File: config.mk
export PLATFORM = sky130hd
export DESIGN_NAME = bbt_translate
export DESIGN_NICKNAME = d
export VERILOG_FILES = /design/src/core/bbt_pkg.sv /design/src/core/bbt_translate.sv
export SDC_FILE = /design/constraint.sdc
export NUM_CORES = 1
export LEC_CHECK = 0
export BUFFER_PORTS_ARGS = -buffer_cell sky130_fd_sc_hd__buf_2
export CAP_MARGIN = 40
export CORE_MARGIN = 10
export CORE_UTILIZATION = 47
export DETAILED_ROUTE_END_ITERATION = 8
export PLACE_DENSITY_LB_ADDON = 0.05
export REMOVE_ABC_BUFFERS = 1
export SLEW_MARGIN = 40
export SYNTH_ARGS = -nofsm -noshare
export SYNTH_HDL_FRONTEND = slang
export SYNTH_SLANG_ARGS = --single-unit
File: constraint.sdc
create_clock -name clock_in -period 2.8 [get_ports clock_in]
set_input_delay 0.28 -clock clock_in [delete_from_list [all_inputs] [get_ports clock_in]]
set_output_delay 0.28 -clock clock_in [all_outputs]
set_load 0.03 [all_outputs]
File: src/core/bbt_pkg.sv
`default_nettype none
package bbt_pkg;
    // ------------------------------------------------------------
    // Address map and widths
    // ------------------------------------------------------------
    localparam int ADDR_W = 32;
    localparam int PAGE_LSB = 12;
    localparam int PAGE_W = 20;
    localparam int LIMIT_W = 19;
    localparam logic [2:0] SEG_KERNEL_CACHED = 3'h4;
    localparam logic [2:0] SEG_KERNEL_UNCACHED = 3'h5;
    localparam logic [2:0] KSEG_CLEAR_MASK_BITS = 3'h0;
    // ------------------------------------------------------------
    // Cache attribute select: one bit per program address region 31:29
    // ------------------------------------------------------------
    localparam int ATTR_W = 8;
    // Reset: cached window cacheable, uncached window uncached, rest cacheable
    localparam logic [7:0] ATTR_RESET = 8'hdf;
    // ------------------------------------------------------------
    // Translation outcome
    // ------------------------------------------------------------
    typedef enum logic [1:0] {
        BBT_FAULT_NONE = 2'b00,
        BBT_FAULT_ADDR = 2'b01,
        BBT_FAULT_BOUND = 2'b10
    } bbt_fault_t;
endpackage
`default_nettype wire

File: src/core/bbt_translate.sv
`default_nettype none
// What this block does
// RQ1 - Check bound first, relocate only when in range
// RQ2 - Separate instruction and data relocation pairs
// RQ3 - Use only low 32 address bits
// RQ4 - Physical address is exactly 32 bits
// RQ5 - User segment reachable from user and kernel
// RQ6 - Cached window: clear top three bits
// RQ7 - Cached window cacheable after reset
// RQ8 - Uncached window: clear bits, uncached after reset
// RQ9 - Upper window: clear bits, attribute-driven cacheability
// RQ10 - User access above user segment: address error
// RQ11 - Page above limit raises bound exception
// RQ12 - Physical page equals page plus base
// RQ13 - Address bits 31:29 pick attribute field
// RQ14 - Sum wraps; fault reports instruction or data
module bbt_translate (
    input wire logic clock_in,
    input wire logic resetn_in,
    input wire logic user_mode_in,
    input wire logic instr_valid_in,
    input wire logic [63:0] instr_addr_in,
    input wire logic data_valid_in,
    input wire logic [63:0] data_addr_in,
    input wire logic limit_write_in,
    input wire logic base_write_in,
    input wire logic attr_write_in,
    input wire logic cfg_select_data_in,
    input wire logic [31:0] cfg_value_in,
    output logic [31:0] instr_relocation_base_out,
    output logic [31:0] instr_relocation_limit_out,
    output logic [31:0] data_relocation_base_out,
    output logic [31:0] data_relocation_limit_out,
    output logic [bbt_pkg::ATTR_W-1:0] cache_attribute_select_out,
    output logic instr_phys_valid_out,
    output logic [bbt_pkg::ADDR_W-1:0] instr_phys_addr_out,
    output logic instr_cacheable_out,
    output logic data_phys_valid_out,
    output logic [bbt_pkg::ADDR_W-1:0] data_phys_addr_out,
    output logic data_cacheable_out,
    output logic fault_out,
    output bbt_pkg::bbt_fault_t fault_kind_out,
    output logic fault_is_data_out,
    output logic [bbt_pkg::ADDR_W-1:0] fault_addr_out
);
    import bbt_pkg::*;

    // ------------------------------------------------------------
    // Timing and limits
    // ------------------------------------------------------------
    // Every request is answered at the next rising edge, except a data
    // fault in the cycle of an instruction fault: a valid pulse with the
    // physical address, or a fault pulse, never both on one path.
    // Requests may follow one another on every cycle, and both paths
    // may ask in the same cycle.
    // A configuration write is seen by requests from the next edge
    // on, so a request in the cycle of the write still uses the old
    // pair; the core must leave one cycle between the two.
    // Bit 31 of each limit is kept but never compared, because a
    // user page never has bit 31 set.
    // Address bits 63:32 are dropped at the input and never looked at.

    // ------------------------------------------------------------
    // Configuration registers
    // ------------------------------------------------------------
    logic [31:0] base_r [2];
    logic [31:0] limit_r [2];
    logic [31:0] base_nxt [2];
    logic [31:0] limit_nxt [2];
    logic [ATTR_W-1:0] attr_r;
    logic [ATTR_W-1:0] attr_nxt;

    // Index 0 holds the instruction pair, index 1 the data pair
    always_comb begin
        for (int k = 0; k < 2; k++) begin
            base_nxt[k] = base_r[k];
            limit_nxt[k] = limit_r[k];
            if (base_write_in && (cfg_select_data_in == k[0])) begin
                base_nxt[k] = cfg_value_in; // [RQ2]
            end
            if (limit_write_in && (cfg_select_data_in == k[0])) begin
                limit_nxt[k] = cfg_value_in; // [RQ2]
            end
        end
    end

    // Pairs clear to zero: only page zero is in range until written
    always_ff @(posedge clock_in or negedge resetn_in) begin
        if (!resetn_in) begin
            base_r[0] <= 32'h0;
            base_r[1] <= 32'h0;
            limit_r[0] <= 32'h0;
            limit_r[1] <= 32'h0;
        end else begin
            base_r <= base_nxt;
            limit_r <= limit_nxt;
        end
    end

    // Only the low byte of the write value reaches the attribute fields
    always_comb begin
        attr_nxt = attr_r;
        if (attr_write_in) begin
            attr_nxt = cfg_value_in[ATTR_W-1:0];
        end
    end

    // Attribute reset value gives window defaults [RQ7] [RQ8]
    always_ff @(posedge clock_in or negedge resetn_in) begin
        if (!resetn_in) begin
            attr_r <= ATTR_RESET;
        end else begin
            attr_r <= attr_nxt;
        end
    end

    assign instr_relocation_base_out = base_r[0];
    assign instr_relocation_limit_out = limit_r[0];
    assign data_relocation_base_out = base_r[1];
    assign data_relocation_limit_out = limit_r[1];
    assign cache_attribute_select_out = attr_r;

    // ------------------------------------------------------------
    // Per-path translation, same algorithm on both paths
    // ------------------------------------------------------------
    logic valid_c [2];
    logic [31:0] va_c [2];
    logic [31:0] pa_c [2];
    logic cache_c [2];
    bbt_fault_t fault_c [2];

    assign valid_c[0] = instr_valid_in;
    assign valid_c[1] = data_valid_in;
    assign va_c[0] = instr_addr_in[31:0]; // [RQ3]
    assign va_c[1] = data_addr_in[31:0]; // [RQ3]

    // Segment map by program address bits 31:29:
    // Codes 0xx: user segment, bound check then relocation, any mode
    // Code 100: kernel cached window, direct map
    // Code 101: kernel uncached window, direct map
    // Codes 11x: kernel upper window, direct map
    // Direct map means the top three bits are cleared, nothing more.
    // The bound compare and the page adder run in parallel; the
    // adder result is simply not used when the page is over the limit,
    // which keeps the path short at the cost of an idle adder.
    // A user-mode reference outside the user segment never reaches
    // the windows: it ends as an address error on its own path.
    genvar p;
    generate
        for (p = 0; p < 2; p++) begin : g_path
            logic [PAGE_W-1:0] page_sum;
            logic user_seg;
            logic over_limit;
            // Bit 31 of the limit is outside the compare: user pages never set it
            assign user_seg = ~va_c[p][31];
            assign over_limit = va_c[p][31:PAGE_LSB] >
                {1'b0, limit_r[p][30:PAGE_LSB]}; // [RQ11]
            assign page_sum = va_c[p][31:PAGE_LSB] + base_r[p][31:PAGE_LSB]; // [RQ14]
            always_comb begin
                fault_c[p] = BBT_FAULT_NONE;
                pa_c[p] = 32'h0;
                cache_c[p] = attr_r[va_c[p][31:29]]; // [RQ13] [RQ9]
                if (user_seg) begin
                    // Bound checked before relocation result is used [RQ1] [RQ5]
                    if (over_limit) begin
                        fault_c[p] = BBT_FAULT_BOUND; // [RQ11]
                    end else begin
                        pa_c[p] = {page_sum, va_c[p][PAGE_LSB-1:0]}; // [RQ12] [RQ4]
                    end
                end else if (user_mode_in) begin
                    fault_c[p] = BBT_FAULT_ADDR; // [RQ10]
                end else begin
                    // Kernel windows skip relocation [RQ6] [RQ8] [RQ9]
                    pa_c[p] = {KSEG_CLEAR_MASK_BITS, va_c[p][28:0]};
                end
                if (!valid_c[p]) begin
                    fault_c[p] = BBT_FAULT_NONE;
                end
            end
        end
    endgenerate

    // ------------------------------------------------------------
    // Registered results, one cycle after the request
    // ------------------------------------------------------------
    // Instruction result registers
    logic ivalid_r;
    logic ivalid_nxt;
    logic icache_r;
    logic icache_nxt;
    logic [31:0] ipa_r;
    logic [31:0] ipa_nxt;
    // Data result registers
    logic dvalid_r;
    logic dvalid_nxt;
    logic dcache_r;
    logic dcache_nxt;
    logic [31:0] dpa_r;
    logic [31:0] dpa_nxt;
    // Fault report registers
    logic fault_r;
    logic fault_nxt;
    logic fdata_r;
    logic fdata_nxt;
    logic [31:0] faddr_r;
    logic [31:0] faddr_nxt;
    bbt_fault_t fkind_r;
    bbt_fault_t fkind_nxt;

    // Instruction answer; a fault keeps the valid low so no access starts
    always_comb begin
        ivalid_nxt = valid_c[0] && (fault_c[0] == BBT_FAULT_NONE);
        ipa_nxt = pa_c[0];
        icache_nxt = cache_c[0];
    end

    // Instruction answer registers
    always_ff @(posedge clock_in or negedge resetn_in) begin
        if (!resetn_in) begin
            ivalid_r <= 1'b0;
            ipa_r <= 32'h0;
            icache_r <= 1'b0;
        end else begin
            ivalid_r <= ivalid_nxt;
            ipa_r <= ipa_nxt;
            icache_r <= icache_nxt;
        end
    end

    // ------------------------------------------------------------
    // Data answer, same shape as the instruction answer
    // ------------------------------------------------------------
    always_comb begin
        dvalid_nxt = valid_c[1] && (fault_c[1] == BBT_FAULT_NONE);
        dpa_nxt = pa_c[1];
        dcache_nxt = cache_c[1];
    end

    // Data answer registers
    always_ff @(posedge clock_in or negedge resetn_in) begin
        if (!resetn_in) begin
            dvalid_r <= 1'b0;
            dpa_r <= 32'h0;
            dcache_r <= 1'b0;
        end else begin
            dvalid_r <= dvalid_nxt;
            dpa_r <= dpa_nxt;
            dcache_r <= dcache_nxt;
        end
    end

    // ------------------------------------------------------------
    // Fault report
    // ------------------------------------------------------------
    // Instruction fault wins the report when both paths fault together;
    // the data fault of that cycle is dropped, so the core must replay it
    always_comb begin
        fault_nxt = 1'b0;
        fkind_nxt = BBT_FAULT_NONE;
        fdata_nxt = 1'b0;
        faddr_nxt = faddr_r;
        if (fault_c[0] != BBT_FAULT_NONE) begin
            fault_nxt = 1'b1;
            fkind_nxt = fault_c[0];
            faddr_nxt = va_c[0];
        end else if (fault_c[1] != BBT_FAULT_NONE) begin
            fault_nxt = 1'b1;
            fkind_nxt = fault_c[1];
            fdata_nxt = 1'b1; // [RQ14]
            faddr_nxt = va_c[1];
        end
    end

    // Fault address holds until the next fault for the handler to read
    always_ff @(posedge clock_in or negedge resetn_in) begin
        if (!resetn_in) begin
            fault_r <= 1'b0;
            fkind_r <= BBT_FAULT_NONE;
            fdata_r <= 1'b0;
            faddr_r <= 32'h0;
        end else begin
            fault_r <= fault_nxt;
            fkind_r <= fkind_nxt;
            fdata_r <= fdata_nxt;
            faddr_r <= faddr_nxt;
        end
    end

    // ------------------------------------------------------------
    // Outputs
    // ------------------------------------------------------------
    // Straight from the result registers, no logic after the flops
    assign instr_phys_valid_out = ivalid_r;
    assign instr_phys_addr_out = ipa_r;
    assign instr_cacheable_out = icache_r;
    assign data_phys_valid_out = dvalid_r;
    assign data_phys_addr_out = dpa_r;
    assign data_cacheable_out = dcache_r;
    assign fault_out = fault_r;
    assign fault_kind_out = fkind_r;
    assign fault_is_data_out = fdata_r;
    assign fault_addr_out = faddr_r;
endmodule
`default_nettype wire

Yosys cells after proc, flatten, opt, wreduce, memory -nomap -nowiden
Cells that the tools add are included.
W data, S select, Z words.
{"block": "word_totals", "ff_bits": 240, "latch_bits": 0, "ram_bits": 0, "romBits": 0, "wordCells": 57, "mem_count": 0}
{"block": "classes", "n_addsub": 2, "n_mul": 0, "div": 0, "n_lt_le_gt_ge": 4, "n_eq_ne": 0, "shifts": 0, "n_mux": 24, "bitwise_logic": 1, "n_reduce_logical": 11}
{"op": "$mux W32", "count": 6}
{"op": "$mux W29", "count": 2}
{"op": "$add A20 B20 Y20", "count": 2}
{"op": "$gt A20 B19 Y1", "count": 2}
{"op": "$mux W2", "count": 8}
{"op": "$lt A3 B4 Y1 const B", "count": 2}
{"op": "$bmux W1 S3", "count": 2}
{"op": "$logic_and A1 B1 Y1", "count": 6}
{"op": "$mux W1", "count": 6}
{"op": "$reduce_bool A2 Y1", "count": 3}
{"op": "$logic_not A2 Y1", "count": 2}
{"op": "$not A1 Y1", "count": 1}

Logic depth before layout (Yosys ltp)
{"block": "depth", "word_depth": 7, "mapped_depth": 12}

Least setup slack after synthesis
OpenSTA, ideal clock, no wires.
{"block": "synth_timing", "path_kind": "register to register", "startpoint": "reg limit_r, in the netlist data_relocation_limit_out[29]", "endpoint": "reg faddr_r[26] (netlist: fault_addr_out[26])", "arrival_ps": 2708, "required_time_ps": 2675, "setup_slack_ps": -34, "path_stages_with_launch": 11, "n_path_buf": 1, "synth_period_minus_slack_ps": 2834, "path_cell_list": "dfrtp_1 > inv_1 > ha_1 > nand3_1 > nor4_1 > nand2_1 > o211a_1 > o21ai_2 > buf_4 > mux2_2 > mux2_4"}
{"block": "synth_between", "elab_chain_len": 6}
{"element": "from (decl)", "line": "bbt_translate.sv:67", "text": "logic [31:0] limit_r [2];"}
{"element": "from (signal assigned)", "line": "bbt_translate.sv:96", "text": "limit_r <= limit_nxt;"}
{"element": "$gt A20 B19 Y1", "line": "bbt_translate.sv:156", "text": "assign over_limit = va_c[p][31:PAGE_LSB] >"}
{"element": "$mux W2", "line": "bbt_translate.sv:165", "text": "if (over_limit) begin"}
{"element": "$mux W2", "line": "bbt_translate.sv:163", "text": "if (user_seg) begin"}
{"element": "$mux W2", "line": "bbt_translate.sv:176", "text": "if (!valid_c[p]) begin"}
{"element": "$reduce_bool A2 Y1", "line": "bbt_translate.sv:266", "text": "end else if (fault_c[1] != BBT_FAULT_NONE) begin"}
{"element": "$reduce_bool A2 Y1 (no source line)"}
{"element": "to (signal assigned)", "line": "bbt_translate.sv:285", "text": "faddr_r <= faddr_nxt;"}
{"element": "to (decl)", "line": "bbt_translate.sv:205", "text": "logic [31:0] faddr_r;"}
Every way passes these cells.
A chain may end at the register's enable or synchronous reset.

Worst setup path in the final report
{"block": "layout_timing", "startpoint": "reg limit_r, in the netlist data_relocation_limit_out[21]", "endpoint": "reg faddr_r[10] (netlist: fault_addr_out[10])"}
The elaborated chain is that of the path after synthesis.

==> flow_summary.ini <==
[outcome]
status = finished clean

[global_route]
grt_pass1_vias = 9914
grt_max_degree = 86
overflow = 0
gr-usage-all-layers_pct = 23.2
grt_pass1_wl_um = 59500
antenna_found_initial = 7

[cts]
htree_num_levels = 1
cts_tree = yes
root_buffer = clkbuf_16
insertion_delay_ns = 0.53
cts.sinks = 240
clockBufferDepth = 3
clkTransAtPathRegs_ns = 0.06
cts_made_buffers = 27

[setup_path]
required_ns = 3.21
reg2reg_depth = 12
worstPathCellList = inv_1 -> ha_4 -> nand3_4 -> nor4_4 -> buf_4 -> nand2_2 -> o211a_4 -> o21ai_4 -> buf_6 -> buf_12 -> mux2_4 -> mux2_4
slowest_delay_ns = 0.36
r2r_end = fault_addr_out[10]$_DFFE_PN0P_
slowest_stage = dfrtp_1
crit_path_frequent_cell = mux2_4
critPathTopFamily = multiplexers
r2r-start = data_relocation_limit_out[21]$_DFFE_PN0P_
end_kind = flip-flop
worstPathArrival_ns = 3.18
path_buf_inv = 4
reg2reg_setup_slack_ns = 0.02
critical_path_class = flip-flop to flip-flop
cp-start-kind = flip-flop
crit_path_max_fanout = 6

[hold_path]
hold_start = data_addr_in[17]
min_path_type = input port to flip-flop
holdPathStages = 3
min_to = data_phys_addr_out[17]$_DFF_PN0_

[synthesis]
synthTopCellsByArea = dfrtp_1, mux2_2, ha_1
synth_area_um2 = 12000
syn_inst = 994
synth_xor_area_share_pct = 1.90
synth_compound_gate_area_share_pct = 10.1
async_flop_share_pct = 100
ys_top_cells_by_count = dfrtp_1, mux2_2, ha_1
yosys.area_share.simple_pct = 7.84
synthDistinctLibCells = 55
syn_avg_cell_area_um2 = 12.1
yosys.cell_count.top_type = dfrtp_1
yosys-mux-area-fraction_pct = 18.6
ys_seq_area_share_pct = 50.2
synth-adder-area-share_pct = 8.26
ys.flop_type = dfrtp_1
synth_top_family_by_area = multiplexers
ys_seq_elements = 240
synth_top_area_share_pct = 48.6
yosys.area.top_type = dfrtp_1
synth_edf_count = 0
ys.warnings.count = 0

[floorplanning]
core_area_um2 = 25100
ios = 409
start_util_pct = 47.8
fp.dieH_um = 180
die_w_um = 180
design.die.area_um2 = 32300
num_rows = 58

[timing]
setup_viol = 0
layout_min_cycle_time_ns = 2.78
max_slew_margin_pct = 55.6
worstMarginPinSlew_ns = 0.666
grt_setup_unrepaired = yes
hold_viol_final = 0
fmax_mhz = 360
slew_viol_final = 0
finalCritPeriodShare_pct = 99.2
skew_ns = 0.00654

[pwr]
p_sw_share_pct = 35.1
p_sw_w = 0.00431
power.static_leakage_nw = 8.12
clkPwrFrac_pct = 30.0
peakVddDrop_uv = 608
power.share.sequential_pct = 34.8
power.density_nw_per_um2 = 751
p_comb_share_pct = 35.2
internal_power_w = 0.00797

[placement]
place_inst = 1686
portBuffers = 344
place_hpwl_um = 29400
globalplace.congestion = 0.903

[route]
vias = 9531
wire_per_inst_um = 22.0
viasPerCell = 5.32
ant_nets = 0
drt_drc_violations_left = 0
first_pass_iters = 4
drt_iter0_drc = 472
wirelength_um = 39400

[final_layout]
nets = 1687
n_fill_cell = 2052
layout-drive-gt1-share_pct = 48.4
final_core_util_pct = 65.1
stdcell_count = 1790
multi_input_area_um2 = 5970
regArea_um2 = 6010
syn_to_final_growth_pct = 36.3

[flow_run]
drv_cap = 0
[worst max-delay path by stage]
stage | endpoint | from | depth (start not counted)
floorplan | fault_addr_out[0]$_DFFE_PN0P_ | instr_relocation_limit_out[17]$_DFFE_PN0P_ | 9
global placement | data_phys_addr_out[7]$_DFF_PN0_ | data_addr_in[24] | 11
detailed placement | fault_addr_out[10]$_DFFE_PN0P_ | data_addr_in[28] | 11
CTS | fault_addr_out[4]$_DFFE_PN0P_ | data_relocation_limit_out[24]$_DFFE_PN0P_ | 11
global route | fault_addr_out[10]$_DFFE_PN0P_ | data_relocation_limit_out[30]$_DFFE_PN0P_ | 12
finish | fault_addr_out[10]$_DFFE_PN0P_ | data_relocation_limit_out[21]$_DFFE_PN0P_ | 12
[logic make-up after synthesis]
family,after synthesis
buf+inv,89
mux,186
compound gates,189
xor+xnor,26
simple gates,186
fa+ha+maj,78
flops,240
[flip-flops by register name, indices dropped and copies added (netlist names), 2 cells and up]
signal,flops
fault_kind_out,2
data_phys_addr_out,32
instr_relocation_limit_out,32
instr_phys_addr_out,32
cache_attribute_select_out,8
fault_addr_out,32
data_relocation_limit_out,32
data_relocation_base_out,32
instr_relocation_base_out,32
[cells in the final DEF, fill, tap and decap left out, drive strengths merged, types with 5 or more instances in the layout]
cell | netlist | routed
buf | 17 | 422
o21a | 10 | 10
nand2 | 64 | 64
a21oi | 41 | 41
a22o | 16 | 16
nor2b | 10 | 10
nor3 | 5 | 5
nand4 | 6 | 6
dlygate4sd3 | 0 | 28
nand2b | 12 | 12
and2 | 29 | 29
a31oi | 7 | 7
dfrtp | 233 | 233
xnor2 | 17 | 17
ha | 76 | 76
o31ai | 6 | 6
inv | 54 | 54
dfstp | 7 | 7
a211oi | 9 | 9
xor2 | 9 | 9
clkbuf | 18 | 41
a21o | 16 | 16
o21ai | 62 | 62
mux2 | 178 | 178
nand3 | 15 | 15
nor2 | 32 | 32
[repair_timing]
| action | 4_1_cts | 5_1_grt |
|---|---|---|
| hold endpoints to repair | 119 | 0 |
| cloned | 3 | 2 |
| hold buffers | 28 | 0 |
| resized for setup | 34 | 32 |
| pin swaps | 4 | 12 |
| setup buffers | 11 | 10 |
| setup endpoints to repair | 44 | 39 |
[layer usage]
metal  up-vias  wire (um)  global-route usage (%)
li1       4438          -                       -
met1      4715      16300                    28.8
met2       318      18700                    38.8
met3        52       3430                    7.87
met4         8        808                    4.04
met5         -         48                       0
[stage by stage]
stage | power, W | worst slack (ns) | hold WS (ns) | cell area, um2 | TNS (ns)
2_1_floorplan | 0.00693 | -1.05 | -0.0156 | 11800 | -32.60
3_3_place_gp | 0.00830 | -0.152 | 0.338 | 14500 | -4.70
3_5_place_dp | 0.00837 | -0.181 | 0.335 | 14500 | -4.92
4_1_cts | 0.0123 | -0.0504 | 0.000281 | 16000 | -0.419
5_1_grt | 0.0129 | -0.0570 | 0.0192 | 16300 | -1.15
6_report | 0.0123 | 0.0233 | 0.0170 | 16300 | 0
[layout make-up]
| class | instances | share of cell area, % |
|---|---|---|
| antenna | 2 | 0.0306 |
| clock buffer | 39 | 4.78 |
| clock inverter | 8 | 0.873 |
| inverter | 54 | 1.24 |
| multi-input combinational | 665 | 36.5 |
| sequential | 240 | 36.8 |
| tap | 330 | 2.53 |
| timing repair buffer | 452 | 17.3 |
[power by group through the flow]
stage	registers [W]	logic [W]	clock network, W
floorplan	0.00538	0.00155	0
global placement	0.00431	0.00399	0
detailed placement	0.00433	0.00403	0
CTS	0.00428	0.00421	0.00377
global route	0.00434	0.00465	0.00390
finish	0.00428	0.00432	0.00368
[worst reg2reg max path, cell delays in order, from the launching register on]
cell and delay, ns:
dfrtp_1 0.36, inv_1 0.08, ha_4 0.29, nand3_4 0.08, nor4_4 0.29, buf_4 0.17
nand2_2 0.05, o211a_4 0.26, o21ai_4 0.20, buf_6 0.17, buf_12 0.14, mux2_4 0.31
mux2_4 0.27
Power figures use the tool's default switching activity.
